<file path="config.mk">
export PLATFORM = sky130hd
export DESIGN_NAME = left_adc_line_input_control
export DESIGN_NICKNAME = d
export VERILOG_FILES = /design/src/left_adc_line_pkg.sv /design/src/left_adc_line_input_control.sv /design/src/line_level_decode.sv /design/src/soft_step_ramp.sv
export SDC_FILE = /design/constraint.sdc
export NUM_CORES = 1
export LEC_CHECK = 0
export BUFFER_PORTS_ARGS = -buffer_cell sky130_fd_sc_hd__buf_2
export CAP_MARGIN = 10
export CORE_UTILIZATION = 35
export CTS_BUF_LIST = sky130_fd_sc_hd__clkbuf_4 sky130_fd_sc_hd__clkbuf_8
export CTS_CLUSTER_DIAMETER = 40
export DETAILED_ROUTE_END_ITERATION = 12
export PLACE_DENSITY = 0.52
export SYNTH_ARGS = -nofsm -noshare
export SYNTH_HDL_FRONTEND = slang
export SYNTH_SLANG_ARGS = --single-unit
</file>
<file path="constraint.sdc">
create_clock -name ref_clk_i -period 3.3 [get_ports ref_clk_i]
set_input_delay 0.165 -clock ref_clk_i [delete_from_list [all_inputs] [get_ports ref_clk_i]]
set_output_delay 0.165 -clock ref_clk_i [all_outputs]
set_load 0.01 [all_outputs]
</file>
<file path="src/left_adc_line_pkg.sv">
// Package with register map, field layout and carrier types of the left ADC line input block
package left_adc_line_pkg;

   // Page 0 register offsets
   localparam logic [7:0] ADDR_LINE_ONE = 8'h13;
   localparam logic [7:0] ADDR_LINE_TWO = 8'h14;

   // Values after reset and for unmapped reads
   localparam logic [7:0] LINE_ONE_RESET = 8'h78;
   localparam logic [7:0] LINE_TWO_RESET = 8'h78;
   localparam logic [7:0] RDATA_RESET = 8'h00;
   localparam logic [7:0] UNMAPPED_RDATA = 8'h00;

   // Field positions
   localparam int MODE_BIT = 7;
   localparam int LEVEL_MSB = 6;
   localparam int LEVEL_LSB = 3;
   localparam int POWER_BIT = 2;
   localparam int BIAS_BIT = 2;
   localparam int STEP_MSB = 1;
   localparam int STEP_LSB = 0;

   // Second register low bits are read-only zero
   localparam logic [7:0] LINE_TWO_WMASK = 8'hFC;

   // Level codes
   localparam logic [3:0] LEVEL_ZERO_DB = 4'h0;
   localparam logic [3:0] LEVEL_MAX_ATTEN = 4'h8;
   localparam logic [3:0] LEVEL_DISCONNECT = 4'hF;
   localparam logic [3:0] LEVEL_ONE_STEP = 4'h1;
   localparam logic [4:0] HALF_DB_MAX = 5'h18;

   // Number of line inputs in this bank
   localparam int NUM_INPUTS = 2;

   typedef enum logic [1:0] {
      STEP_EVERY_FS = 2'b00,
      STEP_EVERY_TWO_FS = 2'b01,
      STEP_OFF_A = 2'b10,
      STEP_OFF_B = 2'b11
   } step_mode_t;

   typedef struct packed {
      logic wr;
      logic rd;
      logic [7:0] addr;
      logic [7:0] wdata;
   } reg_req_t;

   typedef struct packed {
      logic first_line_left_input_mode;
      logic second_line_left_input_mode;
      logic first_line_left_input_connect;
      logic second_line_left_input_connect;
      logic adc_power_up;
      logic weak_bias_en;
      logic [4:0] first_atten_half_db;
      logic [4:0] second_atten_half_db;
      logic [1:0] step_rate;
   } left_adc_ctrl_t;

   // Attenuation in 0.5 dB units: code times three
   function automatic logic [4:0] level_half_db(input logic [3:0] code);
      level_half_db = {1'b0, code} + {code, 1'b0};
   endfunction : level_half_db

endpackage : left_adc_line_pkg

</file>
<file path="src/left_adc_line_input_control.sv">
// Left ADC line input routing registers with level decode and soft stepping
//
// Functional notes
// First line D7 selects single-ended or differential.
// Shared input needs equal mode in both channels.
// Level code steps 1.5 dB, 0 to -12 dB.
// Valid first line level connects to mixer.
// First line level 1111 disconnects input.
// Level codes 1001 to 1110 never written.
// First line D2 powers left ADC up.
// Step field 00 per sample, 01 every two.
// Step field 10 or 11 applies gain directly.
// Second line D7 selects single-ended or differential.
// Second line level decodes alike, 1111 disconnects.
// Second line D2 weakly biases unselected inputs.
// Second line D1..D0 read zero, write zero.
// Both registers reset to 0x78.
`timescale 1ns/1ps
module left_adc_line_input_control (
   // Clock and reset
   input wire logic ref_clk_i,
   input wire logic rst_n_i,
   // Register port from the control bus
   input wire left_adc_line_pkg::reg_req_t reg_req_i,
   output logic [7:0] reg_rdata_o,
   output logic reg_rvalid_o,
   // Sample rate strobe
   input wire logic fs_tick_i,
   // Analog control
   output left_adc_line_pkg::left_adc_ctrl_t ctrl_o,
   output logic level_settled_o
);

   localparam int N = left_adc_line_pkg::NUM_INPUTS;

   logic [7:0] line_one_ff;
   logic [7:0] line_two_ff;
   logic [7:0] nxt_line_one;
   logic [7:0] nxt_line_two;
   logic [7:0] rdata_ff;
   logic rvalid_ff;
   left_adc_line_pkg::left_adc_ctrl_t ctrl_ff;
   left_adc_line_pkg::left_adc_ctrl_t nxt_ctrl;
   logic settled_ff;

   wire logic hit_one;
   wire logic hit_two;
   wire logic wr_one;
   wire logic wr_two;
   wire logic [7:0] rd_sel;
   wire left_adc_line_pkg::step_mode_t step_mode;
   wire logic [3:0] level_code [N];
   wire logic [3:0] target [N];
   wire logic [3:0] applied [N];
   wire logic connect [N];
   wire logic all_settled;

   // Address decode
   assign hit_one = (reg_req_i.addr == left_adc_line_pkg::ADDR_LINE_ONE);
   assign hit_two = (reg_req_i.addr == left_adc_line_pkg::ADDR_LINE_TWO);
   assign wr_one = reg_req_i.wr && hit_one;
   assign wr_two = reg_req_i.wr && hit_two;

   // Low bits of the second register are not storable
   assign nxt_line_one = wr_one ? reg_req_i.wdata : line_one_ff;
   assign nxt_line_two = wr_two ? (reg_req_i.wdata & left_adc_line_pkg::LINE_TWO_WMASK)
      : line_two_ff;

   assign rd_sel = hit_one ? line_one_ff
      : hit_two ? line_two_ff
      : left_adc_line_pkg::UNMAPPED_RDATA;

   // Field extraction
   assign level_code[0] = line_one_ff[left_adc_line_pkg::LEVEL_MSB:left_adc_line_pkg::LEVEL_LSB];
   assign level_code[1] = line_two_ff[left_adc_line_pkg::LEVEL_MSB:left_adc_line_pkg::LEVEL_LSB];
   assign step_mode = left_adc_line_pkg::step_mode_t'(
      line_one_ff[left_adc_line_pkg::STEP_MSB:left_adc_line_pkg::STEP_LSB]);

   // One decoder and one ramp per line input
   generate
      for (genvar i = 0; i < N; i++) begin : g_input
         line_level_decode u_decode (
            .code_i(level_code[i]),
            .connect_o(connect[i]),
            .target_o(target[i])
         );
         soft_step_ramp u_ramp (
            .ref_clk_i(ref_clk_i),
            .rst_n_i(rst_n_i),
            .fs_tick_i(fs_tick_i),
            .step_mode_i(step_mode),
            .connect_i(connect[i]),
            .target_i(target[i]),
            .level_o(applied[i])
         );
      end
   endgenerate

   assign all_settled = (applied[0] == target[0]) && (applied[1] == target[1]);

   // Output assembly; software keeps a shared input's mode consistent
   always_comb begin
      nxt_ctrl = ctrl_ff;
      nxt_ctrl.first_line_left_input_mode = line_one_ff[left_adc_line_pkg::MODE_BIT];
      nxt_ctrl.second_line_left_input_mode = line_two_ff[left_adc_line_pkg::MODE_BIT];
      nxt_ctrl.first_line_left_input_connect = connect[0];
      nxt_ctrl.second_line_left_input_connect = connect[1];
      nxt_ctrl.adc_power_up = line_one_ff[left_adc_line_pkg::POWER_BIT];
      nxt_ctrl.weak_bias_en = line_two_ff[left_adc_line_pkg::BIAS_BIT];
      nxt_ctrl.first_atten_half_db = left_adc_line_pkg::level_half_db(applied[0]);
      nxt_ctrl.second_atten_half_db = left_adc_line_pkg::level_half_db(applied[1]);
      nxt_ctrl.step_rate = step_mode;
   end

   always_ff @(posedge ref_clk_i or negedge rst_n_i) begin
      if (!rst_n_i) begin
         line_one_ff <= left_adc_line_pkg::LINE_ONE_RESET;
         line_two_ff <= left_adc_line_pkg::LINE_TWO_RESET;
      end else begin
         line_one_ff <= nxt_line_one;
         line_two_ff <= nxt_line_two;
      end
   end

   // Read data holds until the next read
   always_ff @(posedge ref_clk_i or negedge rst_n_i) begin
      if (!rst_n_i) begin
         rdata_ff <= left_adc_line_pkg::RDATA_RESET;
         rvalid_ff <= 1'b0;
      end else begin
         rdata_ff <= reg_req_i.rd ? rd_sel : rdata_ff;
         rvalid_ff <= reg_req_i.rd;
      end
   end

   // Reset image matches the register reset: both inputs off, max attenuation
   always_ff @(posedge ref_clk_i or negedge rst_n_i) begin
      if (!rst_n_i) begin
         ctrl_ff <= '{first_line_left_input_mode: 1'b0, second_line_left_input_mode: 1'b0,
            first_line_left_input_connect: 1'b0, second_line_left_input_connect: 1'b0,
            adc_power_up: 1'b0, weak_bias_en: 1'b0,
            first_atten_half_db: left_adc_line_pkg::HALF_DB_MAX,
            second_atten_half_db: left_adc_line_pkg::HALF_DB_MAX,
            step_rate: 2'h0};
         settled_ff <= 1'b1;
      end else begin
         ctrl_ff <= nxt_ctrl;
         settled_ff <= all_settled;
      end
   end

   assign reg_rdata_o = rdata_ff;
   assign reg_rvalid_o = rvalid_ff;
   assign ctrl_o = ctrl_ff;
   assign level_settled_o = settled_ff;

   // Helper: no register written since reset
   logic untouched_ff;
   always_ff @(posedge ref_clk_i or negedge rst_n_i) begin
      if (!rst_n_i) begin
         untouched_ff <= 1'b1;
      end else if (reg_req_i.wr && (hit_one || hit_two)) begin
         untouched_ff <= 1'b0;
      end
   end
endmodule : left_adc_line_input_control

</file>
<file path="src/line_level_decode.sv">
// Decoder from a four-bit line level code to mixer connect and target level
`timescale 1ns/1ps
module line_level_decode (
   // Level field
   input wire logic [3:0] code_i,
   // Decoded
   output logic connect_o,
   output logic [3:0] target_o
);

   // Reserved codes are kept off the mixer, same as disconnect
   wire logic code_valid;

   assign code_valid = (code_i <= left_adc_line_pkg::LEVEL_MAX_ATTEN);
   assign connect_o = code_valid;
   assign target_o = code_valid ? code_i : left_adc_line_pkg::LEVEL_MAX_ATTEN;

endmodule : line_level_decode

</file>
<file path="src/soft_step_ramp.sv">
// Soft-stepping ramp of one input's applied attenuation toward its target
`timescale 1ns/1ps
module soft_step_ramp (
   // Clock and reset
   input wire logic ref_clk_i,
   input wire logic rst_n_i,
   // Sample strobe and settings
   input wire logic fs_tick_i,
   input wire left_adc_line_pkg::step_mode_t step_mode_i,
   input wire logic connect_i,
   input wire logic [3:0] target_i,
   // Applied level
   output logic [3:0] level_o
);

   logic [3:0] level_ff;
   logic [3:0] nxt_level;
   logic phase_ff;
   wire logic step_now;
   wire logic step_off;

   // Every second sample uses the toggle phase
   assign step_now = fs_tick_i
      && ((step_mode_i == left_adc_line_pkg::STEP_EVERY_FS)
      || ((step_mode_i == left_adc_line_pkg::STEP_EVERY_TWO_FS) && phase_ff));
   assign step_off = step_mode_i[1];

   // Disconnected input parks at most attenuation so reconnect ramps up softly
   always_comb begin
      nxt_level = level_ff;
      if (!connect_i) begin
         nxt_level = left_adc_line_pkg::LEVEL_MAX_ATTEN;
      end else if (step_off) begin
         nxt_level = target_i;
      end else if (step_now && (level_ff < target_i)) begin
         nxt_level = level_ff + left_adc_line_pkg::LEVEL_ONE_STEP;
      end else if (step_now && (level_ff > target_i)) begin
         nxt_level = level_ff - left_adc_line_pkg::LEVEL_ONE_STEP;
      end
   end

   always_ff @(posedge ref_clk_i or negedge rst_n_i) begin
      if (!rst_n_i) begin
         level_ff <= left_adc_line_pkg::LEVEL_MAX_ATTEN;
         phase_ff <= 1'b0;
      end else begin
         level_ff <= nxt_level;
         phase_ff <= fs_tick_i ? ~phase_ff : phase_ff;
      end
   end

   assign level_o = level_ff;

endmodule : soft_step_ramp

</file>
* Word level (Yosys, flattened, before mapping)
Cells that the tools add are included.
W data, S select, Z words.
** Operators by class
- Equality and inequality tests :: 7
- Div/mod/pow operators :: 0
- Shift operators :: 0
- Magnitude comparators :: 6
- $mul :: 0
- Bitwise gates (word level) :: 2
- Add/sub/neg operators :: 6
- Mux-type cells :: 12
- Reductions and logical operators :: 14
** Operators by type and width (number)
- $mux W4 :: 10
- $eq A8 B5 Y1 const B :: 2
- $mux W8 :: 2
- $logic_and A1 B1 Y1 :: 11
- $add A4 B5 Y5 :: 2
- $add A4 B1 Y4 const B :: 2
- $eq A4 B4 Y1 :: 2
- $gt A4 B4 Y1 :: 2
- $le A4 B4 Y1 const B :: 2
- $lt A4 B4 Y1 :: 2
- $ne A4 B2 Y1 const B :: 2
- $sub A4 B1 Y4 const B :: 2
- $eq A2 B1 Y1 const B :: 1
- $logic_not A2 Y1 :: 1
- $logic_or A1 B1 Y1 :: 2
- $not A1 Y1 :: 2
** Storage, ports and cells
- Latch bits :: 0
- Bits in read-only memories :: 0
- Register bits after elaboration :: 52
- Bits in writable memories :: 0
- Logic and storage cells :: 65
- Memories :: 0

* Logic depth before layout (Yosys ltp)
Gate-level depths: netlist of run 1.
- Word-level depth :: 9
- Gate-level depth with buffers :: 12

* By module
From an unflattened synthesis of run 1, not the netlist that was laid out.
** Second synthesis, totals
- Cells, all modules :: 246
- Area, all modules :: 2867.8 um^2
** Modules (own cells, without submodules)
- left_adc_line_input_control :: cells each 120, times used 1, seq. area each 1067.3 um^2, area an instance 1721.7 um^2
- soft_step_ramp :: cells each 58, times used 2, seq. area each 126.4 um^2, area an instance 538.0 um^2
- line_level_decode :: cells each 5, times used 2, seq. area each 0.0 um^2, area an instance 35.0 um^2

* Worst setup path after synthesis of run 1
No wires, ideal clock.
- Path kind :: register -> register
- Start :: reg line_two_ff[6]
- End :: reg g_input[1].u_ramp.level_ff[3]
- Clock period less this slack :: 2.892 ns
- Path slack :: 0.408 ns
- Buffers on the path :: 0
- Stages on the path, launching flop included :: 13
- Setup time :: 0.066 ns
- Data arrival time :: 2.826 ns
- Data required time :: 3.234 ns
- Path through :: dfstp_2 inv_1 nand2_1 ha_1 or2b_2 a21oi_1 or3_2 ha_1 a21o_2 a21oi_1 or4_4 a211o_1 nand4_1
** On the way
- Cells in the longest elaborated chain, start to end :: 7
- Elaborated cells between the ends (all ways) :: 10
- Classes of those cells :: order compare: 3; eq/ne: 1; mux: 4; reduce/logical: 2
** RTL lines
- start: declaration :: RTL line left_adc_line_input_control.sv:37 : logic [7:0] line_two_ff;
- start signal: assignment :: RTL line left_adc_line_input_control.sv:118 : line_two_ff <= left_adc_line_pkg::LINE_TWO_RESET;
- start signal: assignment :: RTL line left_adc_line_input_control.sv:121 : line_two_ff <= nxt_line_two;
- $le A4 B4 Y1 :: RTL line line_level_decode.sv:14 : assign code_valid = (code_i <= left_adc_line_pkg::LEVEL_MAX_ATTEN);
- $mux W4 :: RTL line line_level_decode.sv:16 : assign target_o = code_valid ? code_i : left_adc_line_pkg::LEVEL_MAX_ATTEN;
- $lt A4 B4 Y1 :: RTL line soft_step_ramp.sv:35 : end else if (step_now && (level_ff < target_i)) begin
- $logic_and A1 B1 Y1 :: RTL line soft_step_ramp.sv:35
- $mux W4 :: RTL line soft_step_ramp.sv:35
- $mux W4 :: RTL line soft_step_ramp.sv:33 : end else if (step_off) begin
- $mux W4 :: RTL line soft_step_ramp.sv:31 : if (!connect_i) begin
- end signal: assignment :: RTL line soft_step_ramp.sv:44 : level_ff <= left_adc_line_pkg::LEVEL_MAX_ATTEN;
- end signal: assignment :: RTL line soft_step_ramp.sv:47 : level_ff <= nxt_level;
- end: declaration :: RTL line soft_step_ramp.sv:16 : logic [3:0] level_ff;
Parallel ways exist; a longest one is shown, timed or not.
A chain may end at the register's enable or synchronous reset.

* Worst setup path after layout of run 1
Ends and elaborated chain as after synthesis.

==> out/results.tsv, run 1 <==
stage	metric	value	unit
run_status	status	complete, but fails checks	
run_status	failing checks	design-rule violations, negative hold slack	
power_and_ir_drop	worst-case vdd ir drop	0.269	mV
worst_hold_path	Worst Hold Class	in -> async	
place	# placed instances	370	
clocking	clock buffer depth	2	
sta	Final Skew	7.54	ps
final_layout	Antenna diodes	0	
place	PortBufs	48	
logic_synthesis	Mapped Nets	270	
route	antenna viol nets, final	0	
setup_path	CP Launch Type	register	
logic_synthesis	Yosys reg bits	52	
clocking	clock latency on the worst-skew pair	310	ps
setup_path	worst path required time	3540	ps
job	max_cap viols	0	
grt	met2 usage	22.8	%
clocking	Sink Count	52	
sta	Worst slew margin	40.8	%
clocking	Clock Pin Slew Worst Setup and Hold Paths	90	ps
setup_path	CP Max Fanout	6	
sta	Final Setup Violations	0	
sta	unrepaired setup endpoints after global routing	false	
sta	Total Neg Setup Slack	0	ps
grt	largest net degree at the start of global routing	42	
sta	post-layout min period	3060	ps
logic_synthesis	warnings from Yosys	0	
grt	grt met1 use	19.2	%
sta	fmax	0.327	GHz
logic_synthesis	distinct cell type count after synthesis	44	
grt	vias in the first global route	1754	
grt	total gr overflow	0	
place	DPL Wire Length	3780	um
setup_path	Critical Path Sink Type	register	
power_and_ir_drop	Pwr Density	756	nW/um^2
sta	final hold vios	26	
die	# IOs	49	
route	DR vias	1802	
die	Die ar.	7810	um^2
final_layout	fin cells	378	
clocking	CTS tree	done	
route	vias per cell	4.77	
die	standard-cell rows	31	
grt	Overall Global Routing Usage	14.3	%
route	TritonRoute pass-1 iters	8	
clocking	TritonCTS Buffers	5	
logic_synthesis	Post-Syn Area	2610	um^2
route	Post-Route WL	5070	um
clocking	htree depth	2	
sta	Slew @ Worst Pin	888	ps
die	die outline height	88.4	um
grt	initial antenna violation count	0	
logic_synthesis	Seq/Total Area, Yosys	50.6	%
place	routability cong.	0.808	
grt	GR peak layer	met2	
setup_path	Crit Path Category	reg -> reg	
power_and_ir_drop	static leakage	1.42	nW
final_layout	fin nets	321	
die	core area	7210	um^2
grt	first-pass GRT wire length	8460	um
logic_synthesis	syn avg cell area	11.5	um^2
clocking	CTS Hold Bufs	0	
grt	grt met3 use	3.45	%
final_layout	area grow syn2layout	16.9	%
sta	Final Cycle Share	92.7	%
route	1st-iter DRT viols	68	
final_layout	multi-input logic area	1190	um^2
logic_synthesis	EDFF count, synth	0	
logic_synthesis	post-synthesis cell count	227	
final_layout	layout cell share with drive strength beyond 1	35.1	%
route	drt wl/cell	13.4	um
logic_synthesis	ys async rst share	100	%
logic_synthesis	Most used DFF post-synth	dfrtp_1	
final_layout	register area	1320	um^2
setup_path	arrival time worst endpoint	3300	ps
route	DRC errors left	2	
clocking	clock tree root buffer cell	clkbuf_8	
final_layout	fill count	711	
sta	Slew Viols, Final	0	
die	initial core utilization	36.2	%
die	Die X	88.4	um
sta	worst hold slack	-36.4	ps
layout by cell type (no fill, tap or decap), drive strengths merged, types with 2 or more instances in the layout:
cell    instances
a211o           2
a21o            3
a21oi          12
a22oi           6
and2            4
buf            50
clkbuf          6
dfrtp          37
dfstp          15
fa              4
ha             18
inv            18
mux2           15
mux2i           2
nand2          14
nand3           8
nand4           4
nor2           12
nor2b           5
nor3            2
o211ai          2
o21ai          11
or2b            2
or3             2
xnor2           6
xor2            4
cells in the mapped netlist, types with 2 or more instances:
| master | number | area share [%] |
|---|---|---|
| dfrtp_1 | 37 | 35 |
| ha_1 | 18 | 8.6 |
| inv_1 | 18 | 2.6 |
| dfstp_2 | 15 | 15 |
| mux2_2 | 15 | 6.5 |
| nand2_1 | 13 | 1.9 |
| a21oi_1 | 12 | 2.3 |
| nor2_1 | 12 | 1.7 |
| o21ai_0 | 11 | 2.1 |
| nand3_1 | 8 | 1.5 |
| a22oi_1 | 6 | 1.7 |
| xnor2_1 | 6 | 2.0 |
| clkbuf_1 | 5 | 0.72 |
| fa_1 | 4 | 3.1 |
| nand4_1 | 4 | 0.96 |
| nor2b_1 | 4 | 0.96 |
| xor2_1 | 4 | 1.3 |
| and2_1 | 3 | 0.72 |
| a211o_1 | 2 | 0.67 |
| a21o_1 | 2 | 0.58 |
| mux2i_1 | 2 | 0.77 |
| nor3_1 | 2 | 0.38 |
| o211ai_1 | 2 | 0.58 |
| or2b_2 | 2 | 0.67 |
cell families after synthesis:
logic type / share of synthesized area, %
AOI/OAI and AO/OA: 11.3
xor gates and xnor gates: 3.36
adders and majority gates: 11.7
buffers and inverters: 3.74
DFF: 50.6
muxes: 7.24
and+or+nand+nor: 12.1
power by group:
| group | internal (mW) | switching [mW] | total, mW |
|---|---|---|---|
| Sequential | 0.825 | 0.129 | 0.954 |
| Clock | 0.159 | 0.210 | 0.370 |
| Combinational | 0.477 | 0.507 | 0.984 |
registers in the layout (all words and copies together) (netlist names):
signal	cells
ctrl_o	18
g_input.u_ramp.level_o	8
g_input.u_ramp.phase_ff	2
level_settled_o	1
line_one_ff	8
line_two_ff	6
reg_rdata_o	8
reg_rvalid_o	1
area by class of cell:
cell class | instances | share of cell area (%)
inverters | 18 | 2.21
well taps | 99 | 4.06
flip-flops and latches | 52 | 43.3
repair buffers | 50 | 8.36
clock inverters | 2 | 0.533
multi-input cells | 151 | 39.1
clock buffers | 6 | 2.50
worst paths after layout:
path,depth (start not counted),end,start,slack [ps]
max,12,g_input[1].u_ramp.level_o[3],line_two_ff[6],240
max in group asynchronous,2,line_one_ff[4],rst_n_i,2540
min,1,ctrl_o[4],rst_n_i,-40
min reg2reg,0,ctrl_o[16],line_two_ff[7],400
max reg2reg,12,g_input[1].u_ramp.level_o[3],line_two_ff[6],240
min in group ref_clk_i,2,g_input[1].u_ramp.phase_ff,fs_tick_i,80
per-layer routing:
layer | vias to the layer above | share of wire (%) | wire, um
li1 | 891 | - | -
met2 | 33 | 48 | 2420
met1 | 870 | 47 | 2410
met5 | - | 0 | 0
met4 | 0 | 1.7 | 84
met3 | 8 | 3.2 | 161
worst max-delay path: stages, from the launching register on:
cell and delay [ps]:
dfstp_2 580, inv_1 80, nand2_1 70, ha_1 230, or2b_2 160, a21oi_1 80
or3_2 510, ha_1 300, a21o_2 110, a21oi_1 70, or4_4 420, a211o_1 300
nand4_1 80
what timing repair did:
item | 4_1_cts | 5_1_grt
gates resized for setup | 0 | 1
setup endpoints to repair | 0 | 1
buffers inserted | 0 | 0
per-stage QoR:
stage                     utilization (%)  power (mW)  setup slack, ps  instance area, um^2
after detailed placement             41.0        1.96              246                 2960
after floorplan                         -        1.69              408                 2610
final                                42.3        2.31              241                 3050
after CTS                            42.3        2.35              213                 3050
after global routing                 42.3        2.55             40.4                 3050
after global placement               41.0        1.95              312                 2960
No activity file was read; power rests on OpenSTA's default activity.
==> inputs of run 2 (changes only) <==
ABC_CLOCK_PERIOD_IN_PS = 3300   (was default)
CORE_UTILIZATION = 45   (was 35)
PLACE_DENSITY = 0.64   (was 0.52)
==> out/results.tsv, run 2 (synthesized netlist as in run 1, its figures left out) <==
stage	metric	value	unit	change
final_layout	fin cells	352		was 378
setup_path	reg2reg setup slack	270	ps	was 240 ps
setup_path	slowest stage delay, CP	580	ps	about the same
place	DPL Wire Length	3580	um	was 3780 um
setup_path	arrival time worst endpoint	3280	ps	was 3300 ps
die	die outline height	78.2	um	was 88.4 um
sta	Slew @ Worst Pin	768	ps	was 888 ps
route	DRC errors left	0		was 2
worst_hold_path	Hold Crit Endpoint	g_input[1].u_ramp.phase_ff		
die	initial core utilization	47.1	%	was 36.2%
final_layout	area grow syn2layout	16.9	%	about the same
die	# IOs	49		unchanged
sta	Final Setup Violations	0		unchanged
power_and_ir_drop	clock power share	18.7	%	was 16.0%
sta	Final Skew	10.1	ps	was 7.54 ps
route	vias per cell	5.14		was 4.77
final_layout	max FFs per register	18		unchanged
setup_path	cell chain of the critical path	inv_1 > nand2_1 > ha_1 > o21ai_0 > a21oi_1 > or3_2 > ha_1 > a21o_2 > a21oi_1 > or4_4 > a211o_1 > nand4_1		was inv_1 > nand2_1 > ha_1 > or2b_2 > a21oi_1 > or3_2 > ha_1 > a21o_2 > a21oi_1 > or4_4 > a211o_1 > nand4_1
sta	unrepaired setup endpoints after global routing	false		unchanged
sta	Worst slew margin	48.8	%	was 40.8%
sta	Slew Viols, Final	0		unchanged
grt	initial antenna violation count	0		unchanged
clocking	CTS tree	done		unchanged
power_and_ir_drop	static leakage	1.44	nW	was 1.42 nW
worst_hold_path	Worst Hold Class	in -> reg		was in -> async
final_layout	commonest cells after routing, fill and taps aside	buf_2 (48), dfrtp_1 (37), inv_1 (18), ha_1 (18)		unchanged
clocking	clock latency on the worst-skew pair	310	ps	about the same
route	1st-iter DRT viols	51		was 68
grt	largest net degree at the start of global routing	37		was 42
final_layout	Antenna diodes	0		unchanged
final_layout	layout cell share with drive strength beyond 1	35.0	%	was 35.1%
clocking	htree depth	2		unchanged
place	# placed instances	343		was 370
route	drt wl/cell	13.6	um	was 13.4 um
grt	first-pass GRT wire length	8440	um	was 8460 um
sta	final hold vios	0		was 26
sta	Total Neg Setup Slack	0	ps	unchanged
die	core area	5540	um^2	was 7210 um^2
setup_path	CP Launch Type	register		unchanged
sta	Final Cycle Share	91.9	%	was 92.7%
setup_path	Crit Path Category	reg -> reg		unchanged
clocking	Sink Count	52		unchanged
power_and_ir_drop	Net Sw Power	0.835	mW	was 0.846 mW
setup_path	crit path max-delay cell type	dfstp_2		unchanged
clocking	clock tree root buffer cell	clkbuf_8		unchanged
route	antenna viol nets, final	0		unchanged
clocking	Post-CTS Setup Bufs	0		unchanged
grt	vias in the first global route	1762		was 1754
clocking	Clock Pin Slew Worst Setup and Hold Paths	90	ps	about the same
power_and_ir_drop	internal cell power	1.54	mW	was 1.46 mW
route	TritonRoute pass-1 iters	4		was 8
grt	total gr overflow	0		unchanged
power_and_ir_drop	sw frac	35.1	%	was 36.7%
run_status	status	finished clean		was complete, but fails checks
grt	Overall Global Routing Usage	17.8	%	was 14.3%
power_and_ir_drop	logic gate share of total power	41.1	%	was 42.6%
clocking	clock buffer depth	2		unchanged
setup_path	FF-to-FF End	g_input[1].u_ramp.level_o[3]		unchanged
setup_path	worst path required time	3550	ps	was 3540 ps
die	Die ar.	6110	um^2	was 7810 um^2
route	DR vias	1808		was 1802
power_and_ir_drop	Sequential Power Share	40.2	%	was 41.3%
die	standard-cell rows	27		was 31
setup_path	reg2reg start	line_two_ff[6]		unchanged
die	Die X	78.2	um	was 88.4 um
setup_path	r2r worst-path depth	12		unchanged
sta	post-layout min period	3030	ps	was 3060 ps
setup_path	Crit path max-delay family	simple AND/OR/NAND/NOR gates		unchanged
clocking	TritonCTS Buffers	5		unchanged
power_and_ir_drop	Pwr Density	779	nW/um^2	was 756 nW/um^2
worst_hold_path	Hold Crit Depth	2		
power_and_ir_drop	worst-case vdd ir drop	0.464	mV	was 0.269 mV
route	Post-Route WL	4790	um	was 5070 um
place	routability cong.	0.814		was 0.808
final_layout	fill count	490		was 711
place	PortBufs	48		unchanged
setup_path	worst path bufs/invs	1		unchanged
setup_path	CP Max Fanout	6		unchanged
final_layout	fin nets	322		was 321
sta	fmax	0.330	GHz	was 0.327 GHz
worst_hold_path	HP Start	fs_tick_i		
power_and_ir_drop	Power Total	2.38	mW	was 2.31 mW
job	max_cap viols	0		unchanged
setup_path	Critical Path Sink Type	register		unchanged
final_layout	commonest non-fill, non-tap cell in the layout	buf_2		unchanged
## run 2: worst reg2reg max path, stage by stage, from the launching register on
cell	delay [ps]
dfstp_2	580
inv_1	80
nand2_1	80
ha_1	240
o21ai_0	140
a21oi_1	90
or3_2	510
ha_1	290
a21o_2	110
a21oi_1	70
or4_4	420
a211o_1	300
nand4_1	80
## run 2: worst max path at each step
stage                     slack, ps           start  depth (start not counted)                           end
after floorplan                 410  line_two_ff[6]                         12  g_input[1].u_ramp.level_o[3]
after global placement          330  line_two_ff[6]                         12  g_input[1].u_ramp.level_o[3]
after detailed placement        270  line_two_ff[6]                         12  g_input[1].u_ramp.level_o[3]
after CTS                       260  line_two_ff[6]                         12  g_input[1].u_ramp.level_o[3]
after global routing             90  line_two_ff[6]                         12  g_input[1].u_ramp.level_o[3]
final                           270  line_two_ff[6]                         12  g_input[1].u_ramp.level_o[3]
## run 2: layer usage
metal / part of all wire, % / GRT usage, %
met3: 2.9 / 3.14
met4: 1.6 / 6.11
met2: 47 / 27.5
met5: 0 / 0
met1: 48 / 25.2
## run 2: stage by stage
step	area (um^2)	worst slack [ps]	utilization, %	hold slack [ps]
after floorplan	2610	408	-	-131
final	3050	269	55.1	77.9
after CTS	3050	258	55.1	73.9
after detailed placement	2930	272	52.8	300
after global routing	3050	85.2	55.1	76.3
after global placement	2930	330	52.8	292
## run 2: power by group through the flow
| stage | clock network, mW | logic [mW] | registers (mW) |
|---|---|---|---|
| 2_1_floorplan | 0 | 0.711 | 0.981 |
| 3_3_place_gp | 0 | 0.954 | 0.967 |
| 3_5_place_dp | 0 | 0.988 | 0.969 |
| 4_1_cts | 0.458 | 0.996 | 0.957 |
| 5_1_grt | 0.481 | 1.13 | 0.981 |
| 6_report | 0.444 | 0.978 | 0.954 |
## run 2: layout make-up
type                       count  area, um^2  area share, %
inverter                      18        67.6           2.21
clock buffer                   6        76.3           2.50
multi-input combinational    151        1190           39.1
tap                           72        90.1           2.95
clock inverter                 2        38.8           1.27
timing repair buffer          51         265           8.70
sequential                    52        1320           43.3
## run 2: timing repair
action / in CTS / in global routing
hold endpoints to repair: 22 / 0
hold buffers: 1 / 0
resized for setup: 0 / 0
